## config.mk

```make
export PLATFORM = sky130hd
export DESIGN_NAME = chc_config_regs
export DESIGN_NICKNAME = d
export VERILOG_FILES = /design/src/design/chc_pkg.sv /design/src/design/chc_config_regs.sv
export VERILOG_INCLUDE_DIRS = /design/src /design/src/design
export SDC_FILE = /design/constraint.sdc
export NUM_CORES = 1
export LEC_CHECK = 0
export ABC_CLOCK_PERIOD_IN_PS = 2700
export BUFFER_PORTS_ARGS = -buffer_cell sky130_fd_sc_hd__buf_2
export CAP_MARGIN = 0
export CORE_ASPECT_RATIO = 2
export CORE_MARGIN = 8
export CORE_UTILIZATION = 59
export CTS_CLUSTER_DIAMETER = 30
export DETAILED_ROUTE_END_ITERATION = 16
export MAX_ROUTING_LAYER = met4
export PLACE_DENSITY = 0.76
export SKIP_CTS_REPAIR_TIMING = 1
export SLEW_MARGIN = 20
export SYNTH_ARGS = -nofsm -noshare
export SYNTH_HDL_FRONTEND = slang
export SYNTH_SLANG_ARGS = --single-unit
```

## constraint.sdc

```tcl
create_clock -name clk_in -period 2.7 [get_ports clk_in]
set_input_delay 0.54 -clock clk_in [delete_from_list [all_inputs] [get_ports clk_in]]
set_output_delay 0.54 -clock clk_in [all_outputs]
set_load 0.02 [all_outputs]
```

## src/design/chc_defines.svh

```systemverilog
`ifndef CHC_DEFINES_SVH
`define CHC_DEFINES_SVH
// Overview of operation
// (RULE_01) Watchdog kick bit 6 self-clears after restart
// (RULE_02) Charge needs pin low, bit set, current nonzero
// (RULE_03) Control bit 4 enables charge, default 1
// (RULE_04) Control bit 7 forbids pulse mode, default 0
// (RULE_05) Bits 3:1 select minimum system voltage, default 101
// (RULE_06) Fast charge bits 5:0, 20 mA/LSB, default 010001
// (RULE_07) Top four fast charge codes map nonlinearly
// (RULE_08) Fast charge code zero disables charging
// (RULE_09) Input limit over 700 mA forces FET full on
// (RULE_10) Bit 6 low: partial FET below 700 mA
// (RULE_11) Precharge bits 7:4, 20 mA offset, default 0001
// (RULE_12) Precharge codes above 1100 clamp to 1100
// (RULE_13) Termination bits 3:0, 20 mA offset, default 0010
// (RULE_14) Termination codes above 1100 clamp to 1100
// (RULE_15) Control register at 01h resets to 1Ah
// (RULE_16) Current register at 02h resets to 91h
// (RULE_17) Pre/term register at 03h resets to 12h
// (RULE_18) Watchdog restores only its listed fields
`define CHC_ADDR_CTRL     8'h01
`define CHC_ADDR_FAST_CHARGE_CURRENT     8'h02
`define CHC_ADDR_PRETERM  8'h03
`define CHC_RST_CTRL      8'h1a
`define CHC_RST_FAST_CHARGE_CURRENT      8'h91
`define CHC_RST_PRETERM   8'h12
`define CHC_WDM_CTRL      8'h50
`define CHC_WDM_FAST_CHARGE_CURRENT      8'h3f
`define CHC_WDM_PRETERM   8'hff
`define CHC_BIT_PULSE_MODE_DISABLE   7
`define CHC_BIT_KICK      6
`define CHC_BIT_CHG_EN    4
`define CHC_BIT_FULL_ON   6
`define CHC_SYSV_MSB      3
`define CHC_SYSV_LSB      1
`define CHC_FAST_CHARGE_CURRENT_MSB      5
`define CHC_FAST_CHARGE_CURRENT_LSB      0
`define CHC_PRE_MSB       7
`define CHC_PRE_LSB       4
`define CHC_TRM_MSB       3
`define CHC_TRM_LSB       0
`define CHC_TERM_MAX      4'hc
`define CHC_IIN_700MA     5'h06
`define CHC_BITS_BYTE     4'h8
`endif

```

## src/design/chc_pkg.sv

```systemverilog
package chc_pkg;
  typedef enum logic [6:0] {
    CHC_IDLE   = 7'b0000001,
    CHC_ADDR   = 7'b0000010,
    CHC_AACK   = 7'b0000100,
    CHC_WRITE  = 7'b0001000,
    CHC_WACK   = 7'b0010000,
    CHC_READ   = 7'b0100000,
    CHC_RACK   = 7'b1000000
  } chc_state_e;
endpackage : chc_pkg

```

## src/design/chc_config_regs.sv

```systemverilog
`timescale 1ns/10ps
`default_nettype none
`include "chc_defines.svh"
module chc_config_regs
  import chc_pkg::*;
#(
  // Bus address value is arbitrary
  parameter logic [6:0] DEV_ADDR = 7'h55
) (
  input  wire logic       clk_in,
  input  wire logic       resetn_in,
  input  wire logic       scl_in,
  input  wire logic       sda_in,
  output logic            sda_out,
  output logic            sda_oe_n_out,
  input  wire logic       ce_n_in,
  input  wire logic [4:0] input_current_limit_in,
  input  wire logic       watchdog_expire_in,
  input  wire logic       reg_reset_in,
  output logic            watchdog_kick_out,
  output logic            charge_enable_out,
  output logic            pulse_mode_disable_out,
  output logic [2:0]      min_system_voltage_out,
  output logic [5:0]      fast_charge_current_out,
  output logic            blocking_fet_full_on_out,
  output logic [3:0]      precharge_current_out,
  output logic [3:0]      termination_current_out
);

  localparam logic [7:0] RST_VAL [3] = '{`CHC_RST_CTRL, `CHC_RST_FAST_CHARGE_CURRENT,
                                         `CHC_RST_PRETERM};
  localparam logic [7:0] WD_MASK [3] = '{`CHC_WDM_CTRL, `CHC_WDM_FAST_CHARGE_CURRENT,
                                         `CHC_WDM_PRETERM};

  // Pin synchronisers: stage 1 is read only by stage 2
  logic [2:0] scl_sync;
  logic [2:0] sda_sync;
  logic [2:0] ce_sync;
  logic       scl_f;
  logic       sda_f;
  logic       ce_n_f;

  always_ff @(posedge clk_in or negedge resetn_in) begin
    if (!resetn_in) begin
      scl_sync <= 3'h7;
      sda_sync <= 3'h7;
      ce_sync  <= 3'h7;
      scl_f    <= 1'b1;
      sda_f    <= 1'b1;
      ce_n_f   <= 1'b1;
    end else begin
      scl_sync <= {scl_sync[1:0], scl_in};
      sda_sync <= {sda_sync[1:0], sda_in};
      ce_sync  <= {ce_sync[1:0], ce_n_in};
      if (scl_sync[1] == scl_sync[2]) begin
        scl_f <= scl_sync[2];
      end
      if (sda_sync[1] == sda_sync[2]) begin
        sda_f <= sda_sync[2];
      end
      if (ce_sync[1] == ce_sync[2]) begin
        ce_n_f <= ce_sync[2];
      end
    end
  end

  // Filtered values of the previous cycle give the bus events
  logic scl_q;
  logic sda_q;

  always_ff @(posedge clk_in or negedge resetn_in) begin
    if (!resetn_in) begin
      scl_q <= 1'b1;
      sda_q <= 1'b1;
    end else begin
      scl_q <= scl_f;
      sda_q <= sda_f;
    end
  end

  wire scl_rise  = scl_f & ~scl_q;
  wire scl_fall  = ~scl_f & scl_q;
  wire bus_start = scl_f & scl_q & sda_q & ~sda_f;
  wire bus_stop  = scl_f & scl_q & ~sda_q & sda_f;

  chc_state_e state;
  chc_state_e next_state;
  logic [3:0] bit_cnt;
  logic [7:0] shift;
  logic [7:0] tx;
  logic [7:0] ptr;
  logic       rd_mode;
  logic       first;
  logic       nack;
  logic [7:0] cfg [3];

  wire byte_done = (bit_cnt == `CHC_BITS_BYTE);
  wire [7:0] rx_byte = shift;
  wire addr_hit = (rx_byte[7:1] == DEV_ADDR);
  wire ptr_ok = (ptr >= `CHC_ADDR_CTRL) && (ptr <= `CHC_ADDR_PRETERM);
  wire [1:0] ptr_idx = 2'(ptr - `CHC_ADDR_CTRL);
  // Unmapped pointers read as zero and ignore writes
  wire [7:0] rd_data = ptr_ok ? cfg[ptr_idx] : 8'h00;
  wire wr_fire = (state == CHC_WRITE) & scl_fall & byte_done & ~first;

  always_comb begin
    next_state = state;
    case (state)
      CHC_IDLE: next_state = CHC_IDLE;
      CHC_ADDR: begin
        if (scl_fall && byte_done) begin
          next_state = addr_hit ? CHC_AACK : CHC_IDLE;
        end
      end
      CHC_AACK: begin
        if (scl_fall) begin
          next_state = rd_mode ? CHC_READ : CHC_WRITE;
        end
      end
      CHC_WRITE: begin
        if (scl_fall && byte_done) begin
          next_state = CHC_WACK;
        end
      end
      CHC_WACK: begin
        if (scl_fall) begin
          next_state = CHC_WRITE;
        end
      end
      CHC_READ: begin
        if (scl_fall && byte_done) begin
          next_state = CHC_RACK;
        end
      end
      CHC_RACK: begin
        if (scl_fall) begin
          next_state = nack ? CHC_IDLE : CHC_READ;
        end
      end
      default: next_state = CHC_IDLE;
    endcase
    if (bus_stop) begin
      next_state = CHC_IDLE;
    end
    if (bus_start) begin
      next_state = CHC_ADDR;
    end
  end

  always_ff @(posedge clk_in or negedge resetn_in) begin
    if (!resetn_in) begin
      state <= CHC_IDLE;
    end else begin
      state <= next_state;
    end
  end

  // Bit counter and receive shifter
  // The ninth clock of a byte is the acknowledge and must not be counted
  wire ack_slot = (state == CHC_AACK) | (state == CHC_WACK) |
                  (state == CHC_RACK);

  always_ff @(posedge clk_in or negedge resetn_in) begin
    if (!resetn_in) begin
      bit_cnt <= 4'h0;
      shift   <= 8'h00;
    end else if (bus_start || (scl_fall && byte_done)) begin
      bit_cnt <= 4'h0;
    end else if (scl_rise && !ack_slot) begin
      bit_cnt <= bit_cnt + 4'h1;
      shift   <= {shift[6:0], sda_f};
    end
  end

  // Transfer direction is the last bit of the address byte
  always_ff @(posedge clk_in or negedge resetn_in) begin
    if (!resetn_in) begin
      rd_mode <= 1'b0;
    end else if ((state == CHC_ADDR) && scl_fall && byte_done) begin
      rd_mode <= rx_byte[0];
    end
  end

  // Host acknowledge after a read byte; high ends the read
  always_ff @(posedge clk_in or negedge resetn_in) begin
    if (!resetn_in) begin
      nack <= 1'b1;
    end else if ((state == CHC_RACK) && scl_rise) begin
      nack <= sda_f;
    end
  end

  // Pointer and transmit byte; reads auto-increment the pointer
  wire load_tx = scl_fall & (((state == CHC_AACK) & rd_mode) |
                             ((state == CHC_RACK) & ~nack));

  // Transmit byte: loaded at the read address acknowledge and at each host ACK of a read byte, shifted out MSB first
  always_ff @(posedge clk_in or negedge resetn_in) begin
    if (!resetn_in) begin
      tx <= 8'hff;
    end else if (load_tx) begin
      tx <= rd_data;
    end else if ((state == CHC_READ) && scl_fall) begin
      tx <= {tx[6:0], 1'b1};
    end
  end

  // First written byte is the pointer, later bytes advance it
  wire wr_byte_end = (state == CHC_WRITE) & scl_fall & byte_done;

  always_ff @(posedge clk_in or negedge resetn_in) begin
    if (!resetn_in) begin
      ptr   <= 8'h00;
      first <= 1'b0;
    end else begin
      if (load_tx) begin
        ptr <= ptr + 8'h01;
      end else if (wr_byte_end) begin
        ptr <= first ? rx_byte : ptr + 8'h01;
      end
      if ((state == CHC_AACK) && scl_fall) begin
        first <= 1'b1;
      end else if (wr_byte_end) begin
        first <= 1'b0;
      end
    end
  end

  // Open drain: only ever pulls low, enable active low
  wire pull_low = (state == CHC_AACK) | (state == CHC_WACK) |
                  ((state == CHC_READ) & ~tx[7]);
  assign sda_out      = 1'b0;
  assign sda_oe_n_out = ~pull_low;

  // Register file; register reset beats watchdog beats host write
  genvar gi;
  generate
    for (gi = 0; gi < 3; gi++) begin : g_cfg
      wire hit = wr_fire & ptr_ok & (ptr_idx == 2'(gi));
      always_ff @(posedge clk_in or negedge resetn_in) begin
        if (!resetn_in) begin
          cfg[gi] <= RST_VAL[gi]; // [RULE_15] [RULE_16] [RULE_17]
        end else if (reg_reset_in) begin
          cfg[gi] <= RST_VAL[gi]; // [RULE_15] [RULE_16] [RULE_17]
        end else if (watchdog_expire_in) begin
          cfg[gi] <= (cfg[gi] & ~WD_MASK[gi]) |
                     (RST_VAL[gi] & WD_MASK[gi]); // [RULE_18]
        end else if (hit) begin
          cfg[gi] <= rx_byte;
        end else if (gi == 0) begin
          // Kick bit lives one cycle, then the timer has been restarted
          cfg[gi][`CHC_BIT_KICK] <= 1'b0; // [RULE_01]
        end
      end
    end
  endgenerate

  wire [5:0] fast_charge_current    = cfg[1][`CHC_FAST_CHARGE_CURRENT_MSB:`CHC_FAST_CHARGE_CURRENT_LSB]; // [RULE_06] [RULE_07]
  wire [3:0] pre_raw = cfg[2][`CHC_PRE_MSB:`CHC_PRE_LSB];
  wire [3:0] trm_raw = cfg[2][`CHC_TRM_MSB:`CHC_TRM_LSB];
  wire [2:0] sysv_code = cfg[0][`CHC_SYSV_MSB:`CHC_SYSV_LSB]; // [RULE_05]
  // Core decodes codes 111100..111111 to its own current steps
  wire chg_ok = ~ce_n_f & cfg[0][`CHC_BIT_CHG_EN] &
                (fast_charge_current != 6'h00); // [RULE_02] [RULE_03] [RULE_08]
  wire full_on = (input_current_limit_in > `CHC_IIN_700MA) |
                 cfg[1][`CHC_BIT_FULL_ON]; // [RULE_09] [RULE_10]
  // Clamp here so the core never sees a code beyond its top step
  wire [3:0] pre_clamp = (pre_raw > `CHC_TERM_MAX) ? `CHC_TERM_MAX :
                         pre_raw; // [RULE_11] [RULE_12]
  wire [3:0] trm_clamp = (trm_raw > `CHC_TERM_MAX) ? `CHC_TERM_MAX :
                         trm_raw; // [RULE_13] [RULE_14]

  // Control outputs
  always_ff @(posedge clk_in or negedge resetn_in) begin
    if (!resetn_in) begin
      watchdog_kick_out      <= 1'b0;
      charge_enable_out      <= 1'b0;
      pulse_mode_disable_out <= 1'b0;
      min_system_voltage_out <= 3'h0;
    end else begin
      watchdog_kick_out      <= cfg[0][`CHC_BIT_KICK]; // [RULE_01]
      charge_enable_out      <= chg_ok; // [RULE_02]
      pulse_mode_disable_out <= cfg[0][`CHC_BIT_PULSE_MODE_DISABLE]; // [RULE_04]
      min_system_voltage_out <= sysv_code; // [RULE_05]
    end
  end

  // Current setpoints
  always_ff @(posedge clk_in or negedge resetn_in) begin
    if (!resetn_in) begin
      fast_charge_current_out  <= 6'h00;
      blocking_fet_full_on_out <= 1'b0;
      precharge_current_out    <= 4'h0;
      termination_current_out  <= 4'h0;
    end else begin
      fast_charge_current_out  <= fast_charge_current; // [RULE_06]
      blocking_fet_full_on_out <= full_on; // [RULE_09]
      precharge_current_out    <= pre_clamp; // [RULE_12]
      termination_current_out  <= trm_clamp; // [RULE_14]
    end
  end

endmodule : chc_config_regs
`default_nettype wire

```

==> run_results.csv, run 1 <==
group,metric,value,unit
worst_setup_path,rr_worst_depth,5,
timing,setup-violations-final,0,
routing,first_pass_iters,5,
global_route,grt_pass1_wl,17.7,mm
layout,fin_util,68.9,%
worst_setup_path,critPathMaxStageDelay,0.61,ns
routing,wl_per_cell,19.0,um
routing,drc,0,
power,power,3.32,mW
clocking,cts_tree,"yes",
yosys,yosys_warnings,0,
floorplan,fp.dieH,139,um
floorplan,ioPinCount,35,
layout,final_nets,471,
worst_setup_path,start_kind,"flip-flop",
worst_setup_path,crit_family,"simple AND/OR/NAND/NOR gates",
routing,postRouteAntennaNets,0,
clocking,cts_max_path_buffers,2,
floorplan,die-area,10800,um^2
worst_setup_path,cp_data_arrival_time,2.02,ns
clocking,path_clk_slew,0.07,ns
yosys,syn_inst,413,
timing,max_slew_margin,50.3,%
worst_setup_path,path_cells,"or4_1, nor4b_2, a21oi_1, buf_2",
layout,area_growth,15.0,%
floorplan,rows,45,
yosys,synth_edf_count,0,
place,hpwl,7.55,mm
global_route,track_usage,20.9,%
timing,slew_viol_final,0,
layout,drive_gt1_share,26.0,%
place,numPortBuffers,33,
yosys,synth.area.top_cells,"dfrtp_1 37%, dfstp_2 19%, mux2i_1 4.7%",
clocking,cts_made_buffers,9,
worst_setup_path,cp.buffers_inverters,1,
min_path,hp-class,"in2async",
global_route,grt-ovfl-total,0,
outcome,outcome,"finished, final reports clean",
timing,tightest_slew,0.743,ns
yosys,yosys-top-cells-count,"65 x dfrtp_1, 40 x nand2_1, 39 x nor2_1",
yosys,synth_flop_cell,"dfrtp_1",
worst_setup_path,cp.required,2.16,ns
power,peakVddDrop,0.560,mV
yosys,syn_area,4460,um^2
timing,fin_skew,0.00868,ns
clocking,clk_root_buffer_cell,"clkbuf_16",
worst_setup_path,ff2ff_setup_slack,0.14,ns
worst_setup_path,critPathSlowestCell,"or4_1",
run,drv_cap,0,
clocking,h-tree-depth,3,
yosys,synth_top_cell_area_share,36.5,%
worst_setup_path,worstPathMaxFanout,4,
power,p_per_area,649,nW/um^2
timing,finalCritPeriodShare,94.8,%
yosys,ys_seq_area_share,55.4,%
global_route,grt_max_degree,48,
clocking,cts_sinks,97,
global_route,antenna_found_initial,0,
worst_setup_path,path_class,"reg2out",
layout,diodes,0,
routing,drt_iter0_drc,306,
yosys,syn-num-nets,432,
timing,period_needed,2.56,ns
place,routabilityCongestion,0.941,
floorplan,start_util,59.9,%
worst_setup_path,critPathCaptureType,"output port",
power,leakagePower,2.24,nW
floorplan,core,7430,um^2
yosys,ys_seq_elements,97,
yosys,yosys.cell_types.count,61,
yosys,ys_async_sr_fraction,100,%
yosys,yosys.area.top_type,"dfrtp_1",
timing,rsz0062_at_grt,"no",
clocking,insertion_delay,0.34,ns
floorplan,die_w,77.5,um
global_route,grt_pass1_vias,3428,
routing,wirelength,10.5,mm
routing,avgViaCountPerCell,6.18,
timing,hold_violations,0,
routing,vias,3407,
yosys,yosysMostFrequentCell,"dfrtp_1",
yosys,avgSynthCellArea,10.8,um^2
worst_setup_path,rr_endpoint,"cfg[3]",
timing,max_freq,0.391,GHz
worst_setup_path,worstReg2RegStart,"ptr[4]",
[kinds of logic (layout without fill, tap and decap cells)]
| kind of cell | after synthesis | count (layout) | share of synthesized area (%) |
|---|---|---|---|
| compound gates | 89 | 89 | 13.6 |
| other cells | 1 | 1 | 0.0842 |
| mux | 28 | 28 | 6.49 |
| simple gates | 152 | 152 | 18.1 |
| flops | 97 | 97 | 55.4 |
| buf+inv | 33 | 77 | 3.06 |
| xor+xnor | 3 | 3 | 0.590 |
| fa+ha+maj | 10 | 10 | 2.64 |
[power breakdown]
| part | internal, mW | switching (mW) |
|---|---|---|
| combinational | 0.119 | 0.138 |
| sequential | 1.56 | 0.178 |
| clock | 0.758 | 0.568 |
[worst max-delay path by stage]
stage,startpoint,endpoint,slack (ns),depth (start not counted)
floorplan,ptr[4],cfg[14],0.35,6
global placement,ptr[4],cfg[0],0.25,5
detailed placement,state[0],rx_byte[2],0.18,4
CTS,state[2],sda_oe_n_out,-0.07,4
global route,state[2],sda_oe_n_out,0.008,4
finish,state[2],sda_oe_n_out,0.14,4
[registers in the layout, summed over array words and instances, names as in the netlist, 3 cells and up]
register	count
termination_current_out	4
tx	8
bit_cnt	4
precharge_current_out	4
sda_sync	3
fast_charge_current_out	6
rx_byte	8
scl_sync	3
min_system_voltage_out	3
cfg	24
state	7
ptr	8
ce_sync	3
[cell usage in the layout (no fill, tap or decap), drive strengths merged, types with 3 or more instances in the layout]
cell,Yosys,final
dfstp,32,32
clkinv,0,3
nor3,4,4
nand2b,4,4
nor2b,6,6
o22ai,6,6
nand3,18,18
inv,10,12
or3b,3,3
dfrtp,65,65
nor2,39,39
clkbuf,18,10
buf,5,51
and4,4,4
nor4,3,3
nor3b,3,3
nand4,8,8
and3,3,3
nor4b,3,3
a211oi,3,3
a221o,8,8
a21boi,4,4
nand2,40,40
o21ai,17,17
a21oi,28,28
a211o,4,4
a31oi,4,4
maj3,3,3
mux2,7,7
ha,7,7
mux2i,21,21
or4,6,6
[final cells by class]
cell class,instances,area (um^2)
Sequential cell,97,2470
Fill cell,587,2310
Multi-Input combinational cell,283,1870
Timing Repair Buffer,51,315
Clock buffer,10,239
Tap cell,94,118
Clock inverter,6,75.1
Inverter,10,37.5
[metrics by stage]
step / std cells / worst slack, ns / instance area (um^2) / hold WS, ns / setup TNS (ns)
after global placement: 535 / 0.251 / 4790 / 0.348 / 0
after global routing: 551 / 0.00839 / 5120 / 0.167 / 0
after CTS: 551 / -0.0675 / 5100 / 0.146 / -0.0675
after floorplan: 413 / 0.349 / 4460 / 0.244 / 0
after detailed placement: 535 / 0.182 / 4790 / 0.349 / 0
final: 551 / 0.140 / 5120 / 0.127 / 0
[layer usage]
layer | GRT usage (%) | part of all wire, % | vias up
met1 | 26.5 | 43 | 1717
met2 | 32.8 | 50 | 107
met5 | - | 0 | -
li1 | - | - | 1561
met4 | 8.12 | 2.6 | 0
met3 | 3.31 | 4.2 | 22
No activity file was read; power rests on OpenSTA's default activity.
==> run 2, diff against run 1 <==
--- a/config.mk
+++ b/config.mk
@@ -6,16 +6,15 @@
 export SDC_FILE = /design/constraint.sdc
 export NUM_CORES = 1
 export LEC_CHECK = 0
-export ABC_CLOCK_PERIOD_IN_PS = 2700
+export ABC_CLOCK_PERIOD_IN_PS = 2100
 export BUFFER_PORTS_ARGS = -buffer_cell sky130_fd_sc_hd__buf_2
 export CAP_MARGIN = 0
 export CORE_ASPECT_RATIO = 2
 export CORE_MARGIN = 8
-export CORE_UTILIZATION = 59
+export CORE_UTILIZATION = 54
 export CTS_CLUSTER_DIAMETER = 30
 export DETAILED_ROUTE_END_ITERATION = 16
-export MAX_ROUTING_LAYER = met4
-export PLACE_DENSITY = 0.76
+export PLACE_DENSITY = 0.73
 export SKIP_CTS_REPAIR_TIMING = 1
 export SLEW_MARGIN = 20
 export SYNTH_ARGS = -nofsm -noshare
==> constraint.sdc (replaced) <==
create_clock -name clk_in -period 2.1 [get_ports clk_in]
set_input_delay 0.42 -clock clk_in [delete_from_list [all_inputs] [get_ports clk_in]]
set_output_delay 0.42 -clock clk_in [all_outputs]
set_load 0.02 [all_outputs]
==> run_results.csv, run 2 (synthesized netlist as in run 1, its figures left out) <==
group,metric,value,unit
layout,largest_reg_flops,24,
place,pre_cts_ws,-0.106,ns
timing,setup-violations-final,13,
timing,fin_skew,0.00696,ns
layout,drive_gt1_share,35.3,%
timing,max_freq,0.433,GHz
worst_setup_path,ff2ff_setup_slack,-0.11,ns
layout,regMostFlops,"cfg",
worst_setup_path,worstPathMaxFanout,4,
timing,rsz0062_at_grt,"yes",
global_route,grt-ovfl-total,0,
place,routabilityCongestion,0.949,
routing,first_pass_iters,6,
place,placed_area,5110,um^2
timing,setup_ws,-0.211,ns
global_route,grt_pass1_wl,19.7,mm
outcome,outcome,"complete, but fails checks",
layout,diodes,0,
layout,fin_util,68.6,%
layout,final_cell_mix,"65 x dfrtp_1, 52 x buf_4, 38 x nand2_1",
routing,drt_iter0_drc,297,
place,numPortBuffers,33,
global_route,antenna_found_initial,0,
clocking,cts_sinks,97,
timing,tightest_slew,0.601,ns
place,hpwl,8.99,mm
worst_setup_path,path_class,"reg2out",
floorplan,rows,47,
clocking,clk_root_buffer_cell,"clkbuf_16",
clocking,insertion_delay,0.35,ns
outcome,violations,"negative setup slack",
routing,wirelength,12.4,mm
worst_setup_path,start_kind,"flip-flop",
power,power,4.39,mW
worst_setup_path,critPathCaptureType,"output port",
routing,wl_per_cell,20.9,um
routing,avgViaCountPerCell,6.15,
layout,final_cell_area,5610,um^2
floorplan,die_w,80.2,um
floorplan,ioPinCount,35,
routing,drc,0,
clocking,path_clk_slew,0.07,ns
timing,slew_viol_final,0,
clocking,cts_tree,"yes",
timing,hold_ws,0.0531,ns
clocking,h-tree-depth,3,
timing,max_slew_margin,59.8,%
routing,vias,3663,
global_route,track_usage,22.7,%
timing,hold_violations,0,
floorplan,die-area,11600,um^2
floorplan,start_util,54.5,%
global_route,grt_max_degree,42,
worst_setup_path,cp_data_arrival_time,1.89,ns
run,drv_cap,0,
layout,final_nets,512,
worst_setup_path,cp.required,1.68,ns
min_path,hp-class,"in2async",
layout,area_growth,25.9,%
timing,finalCritPeriodShare,110,%
routing,postRouteAntennaNets,0,
power,p_per_area,782,nW/um^2
timing,period_needed,2.31,ns
floorplan,fp.dieH,144,um
layout,final_common_cell,"dfrtp_1",
clocking,cts_max_path_buffers,2,
floorplan,core,8170,um^2
power,leakagePower,2.46,nW
global_route,grt_pass1_vias,3777,
power,peakVddDrop,0.555,mV
clocking,cts_made_buffers,9,
==> run 2: changes by cell type in the layout (fill, tap and decap cells not counted), sizes merged <==
cell	delta
clkinv	-1
clkbuf	+1
buf	+41
==> run 2: area by class of cell <==
class | instances | area [um^2]
fill | 620 | 2560
inverter | 10 | 37.5
multi-input combinational | 283 | 2000
clock inverter | 5 | 62.6
tap | 98 | 123
clock buffer | 11 | 243
timing repair buffer | 92 | 676
sequential | 97 | 2470
==> run 2: power by group <==
group / internal, mW / switching, mW / total [mW]
clock: 0.967 / 0.721 / 1.69
combinational: 0.241 / 0.315 / 0.556
sequential: 2.01 / 0.132 / 2.14
total: 3.22 / 1.17 / 4.39
==> run 2: through the flow <==
| step | TNS, ns | cells |
|---|---|---|
| 6_report | -0.546 | 596 |
| 4_1_cts | -2.35 | 589 |
| 2_1_floorplan | -0.0771 | 413 |
| 3_5_place_dp | -1.46 | 573 |
| 3_3_place_gp | -0.433 | 573 |
| 5_1_grt | -2.29 | 596 |
==> run 2: worst paths after layout <==
kind / to / cells past startpoint / from
max: sda_oe_n_out / 4 / state[6]
min in group clk_in: ce_sync[0] / 1 / ce_n_in
max reg2reg: ptr[6] / 8 / state[6]
max in group asynchronous: sda_f / 2 / resetn_in
min: termination_current_out[2] / 1 / resetn_in
min reg2reg: scl_sync[1] / 0 / scl_sync[0]
==> run 2: routing by layer <==
layer  vias to the layer above  GRT usage [%]  share of wire, %
met5                         -              0                 0
met4                         0           15.9               6.6
met3                        57           4.23               5.0
met2                       161           41.8                56
met1                      1801           21.5                32
li1                       1644              -                 -
==> run 2: critical path: stages (launching register included) <==
cell and delay, ns:
dfrtp_1 0.40, or4_4 0.60, nor4b_4 0.27, a21oi_1 0.11, buf_2 0.17
==> run 3, diff against run 2 <==
--- a/config.mk
+++ b/config.mk
@@ -6,15 +6,15 @@
 export SDC_FILE = /design/constraint.sdc
 export NUM_CORES = 1
 export LEC_CHECK = 0
-export ABC_CLOCK_PERIOD_IN_PS = 2100
+export ABC_CLOCK_PERIOD_IN_PS = 2700
 export BUFFER_PORTS_ARGS = -buffer_cell sky130_fd_sc_hd__buf_2
 export CAP_MARGIN = 0
 export CORE_ASPECT_RATIO = 2
 export CORE_MARGIN = 8
-export CORE_UTILIZATION = 54
-export CTS_CLUSTER_DIAMETER = 30
+export CORE_UTILIZATION = 64
+export CTS_CLUSTER_DIAMETER = 80
 export DETAILED_ROUTE_END_ITERATION = 16
-export PLACE_DENSITY = 0.73
+export PLACE_DENSITY = 0.81
 export SKIP_CTS_REPAIR_TIMING = 1
 export SLEW_MARGIN = 20
 export SYNTH_ARGS = -nofsm -noshare
==> constraint.sdc (replaced) <==
create_clock -name clk_in -period 2.7 [get_ports clk_in]
set_input_delay 0.54 -clock clk_in [delete_from_list [all_inputs] [get_ports clk_in]]
set_output_delay 0.54 -clock clk_in [all_outputs]
set_load 0.02 [all_outputs]
==> run_results.csv, run 3 (synthesized netlist as in run 1, its figures left out) <==
group,metric,value,unit
outcome,outcome,"finished, final reports clean",
worst_setup_path,crit_family,"simple AND/OR/NAND/NOR gates",
layout,regMostFlops,"cfg",
worst_setup_path,critPathCaptureType,"output port",
layout,finalNonFillerCells,544,
routing,postRouteAntennaNets,0,
place,hpwl,7.37,mm
timing,hold_violations,0,
power,p_per_area,655,nW/um^2
place,routabilityCongestion,0.886,
worst_setup_path,cp.required,2.16,ns
layout,drive_gt1_share,26.2,%
floorplan,core,6830,um^2
power,seqPwrFrac,51.9,%
min_path,hp-class,"in2async",
clocking,cts_max_path_buffers,2,
worst_setup_path,path_class,"reg2out",
floorplan,die-area,10000,um^2
clocking,cts_made_buffers,9,
routing,first_pass_iters,4,
layout,final_nets,468,
clocking,h-tree-depth,3,
place,dp_cells,528,
worst_setup_path,cp_data_arrival_time,2.10,ns
worst_setup_path,critPathMaxStageDelay,0.73,ns
layout,diodes,0,
run,drv_cap,0,
power,intPower,2.43,mW
global_route,grt_pass1_vias,3501,
power,p_clk_share,40.2,%
global_route,grt_pass1_wl,17.6,mm
clocking,cts_sinks,97,
global_route,grt_max_degree,49,
routing,drc,0,
floorplan,die_w,75,um
timing,setup-violations-final,0,
worst_setup_path,cp.buffers_inverters,1,
floorplan,start_util,65.2,%
floorplan,rows,43,
power,peakVddDrop,0.672,mV
routing,drt_iter0_drc,476,
clocking,clk_root_buffer_cell,"clkbuf_16",
layout,largest_reg_flops,24,
global_route,antenna_found_initial,0,
worst_setup_path,critPathSlowestCell,"or4_1",
routing,avgViaCountPerCell,6.29,
clocking,path_clk_slew,0.07,ns
global_route,track_usage,22.7,%
power,power,3.36,mW
floorplan,fp.dieH,134,um
power,leakagePower,2.22,nW
timing,finalCritPeriodShare,97.6,%
timing,max_slew_margin,46.9,%
timing,rsz0062_at_grt,"no",
worst_setup_path,worstPathMaxFanout,7,
power,power_switching_share,27.7,%
routing,wl_per_cell,19.4,um
timing,tightest_slew,0.794,ns
worst_setup_path,start_kind,"flip-flop",
timing,period_needed,2.64,ns
power,combPwrFrac,7.9,%
routing,wirelength,10.6,mm
global_route,grt-ovfl-total,0,
layout,final_cell_mix,"64 x dfrtp_1, 40 x nand2_1, 39 x nor2_1",
clocking,insertion_delay,0.35,ns
clocking,cts_tree,"yes",
power,netSwitchingPower,0.930,mW
timing,fin_skew,0.00816,ns
timing,slew_viol_final,0,
place,numPortBuffers,33,
layout,area_growth,15.2,%
layout,final_common_cell,"dfrtp_1",
routing,vias,3421,
floorplan,ioPinCount,35,
layout,fillerInstances,496,
worst_setup_path,path_cells,"or4_1, a211oi_4, a21oi_1, buf_2",
timing,max_freq,0.379,GHz
-- run 3: cell count changes in the layout (fill, tap and decap cells not counted), sizes merged --
cell | before | now
clkbuf | 11 | 9
clkinv | 2 | 3
buf | 92 | 48
clkinvlp | 0 | 1
-- run 3: final cells by class --
class	instances	area [um^2]	share of cell area [%]
clock inverter	7	101	1.98
timing repair buffer	48	293	5.71
tap	90	113	2.19
sequential	97	2470	48.1
inverter	10	37.5	0.732
clock buffer	9	225	4.39
multi-input combinational	283	1890	36.9
-- run 3: power groups by stage --
| stage | Sequential [mW] | Clock, mW | Combinational, mW |
|---|---|---|---|
| 2_1_floorplan | 1.68 | 0 | 0.168 |
| 3_3_place_gp | 1.75 | 0 | 0.239 |
| 6_report | 1.74 | 1.35 | 0.265 |
| 3_5_place_dp | 1.76 | 0 | 0.261 |
| 4_1_cts | 1.74 | 1.36 | 0.263 |
| 5_1_grt | 1.76 | 1.42 | 0.290 |
-- run 3: stage by stage --
step / instance area (um^2) / hold slack, ns / setup slack, ns / TNS, ns / util [%]
global placement: 4760 / 0.345 / 0.141 / 0 / 69.7
finish: 5130 / 0.190 / 0.0648 / 0 / 75.1
detailed placement: 4760 / 0.347 / 0.155 / 0 / 69.7
CTS: 5090 / 0.221 / -0.196 / -0.196 / 74.5
floorplan: 4460 / 0.244 / 0.349 / 0 / -
global route: 5130 / 0.254 / 0.00584 / 0 / 75.1
-- run 3: path summary, 6_finish.rpt --
check                            start           end  slack (ns)  cells past startpoint
max                           state[3]  sda_oe_n_out        0.06                      4
min                          resetn_in      state[6]        0.19                      1
max reg2reg                     ptr[4]       cfg[23]        0.15                      5
min in group clk_in            ce_n_in    ce_sync[0]        0.28                      1
max in group asynchronous    resetn_in       cfg[19]        1.81                      2
min reg2reg                sda_sync[0]   sda_sync[1]        0.36                      0
-- run 3: layer usage --
metal	share of wire [%]	up-vias	global-route usage, %
met3	6.1	25	4.94
li1	-	1566	-
met2	50	131	34.6
met1	40	1699	28.9
met5	0	-	0
met4	3.4	0	12.0
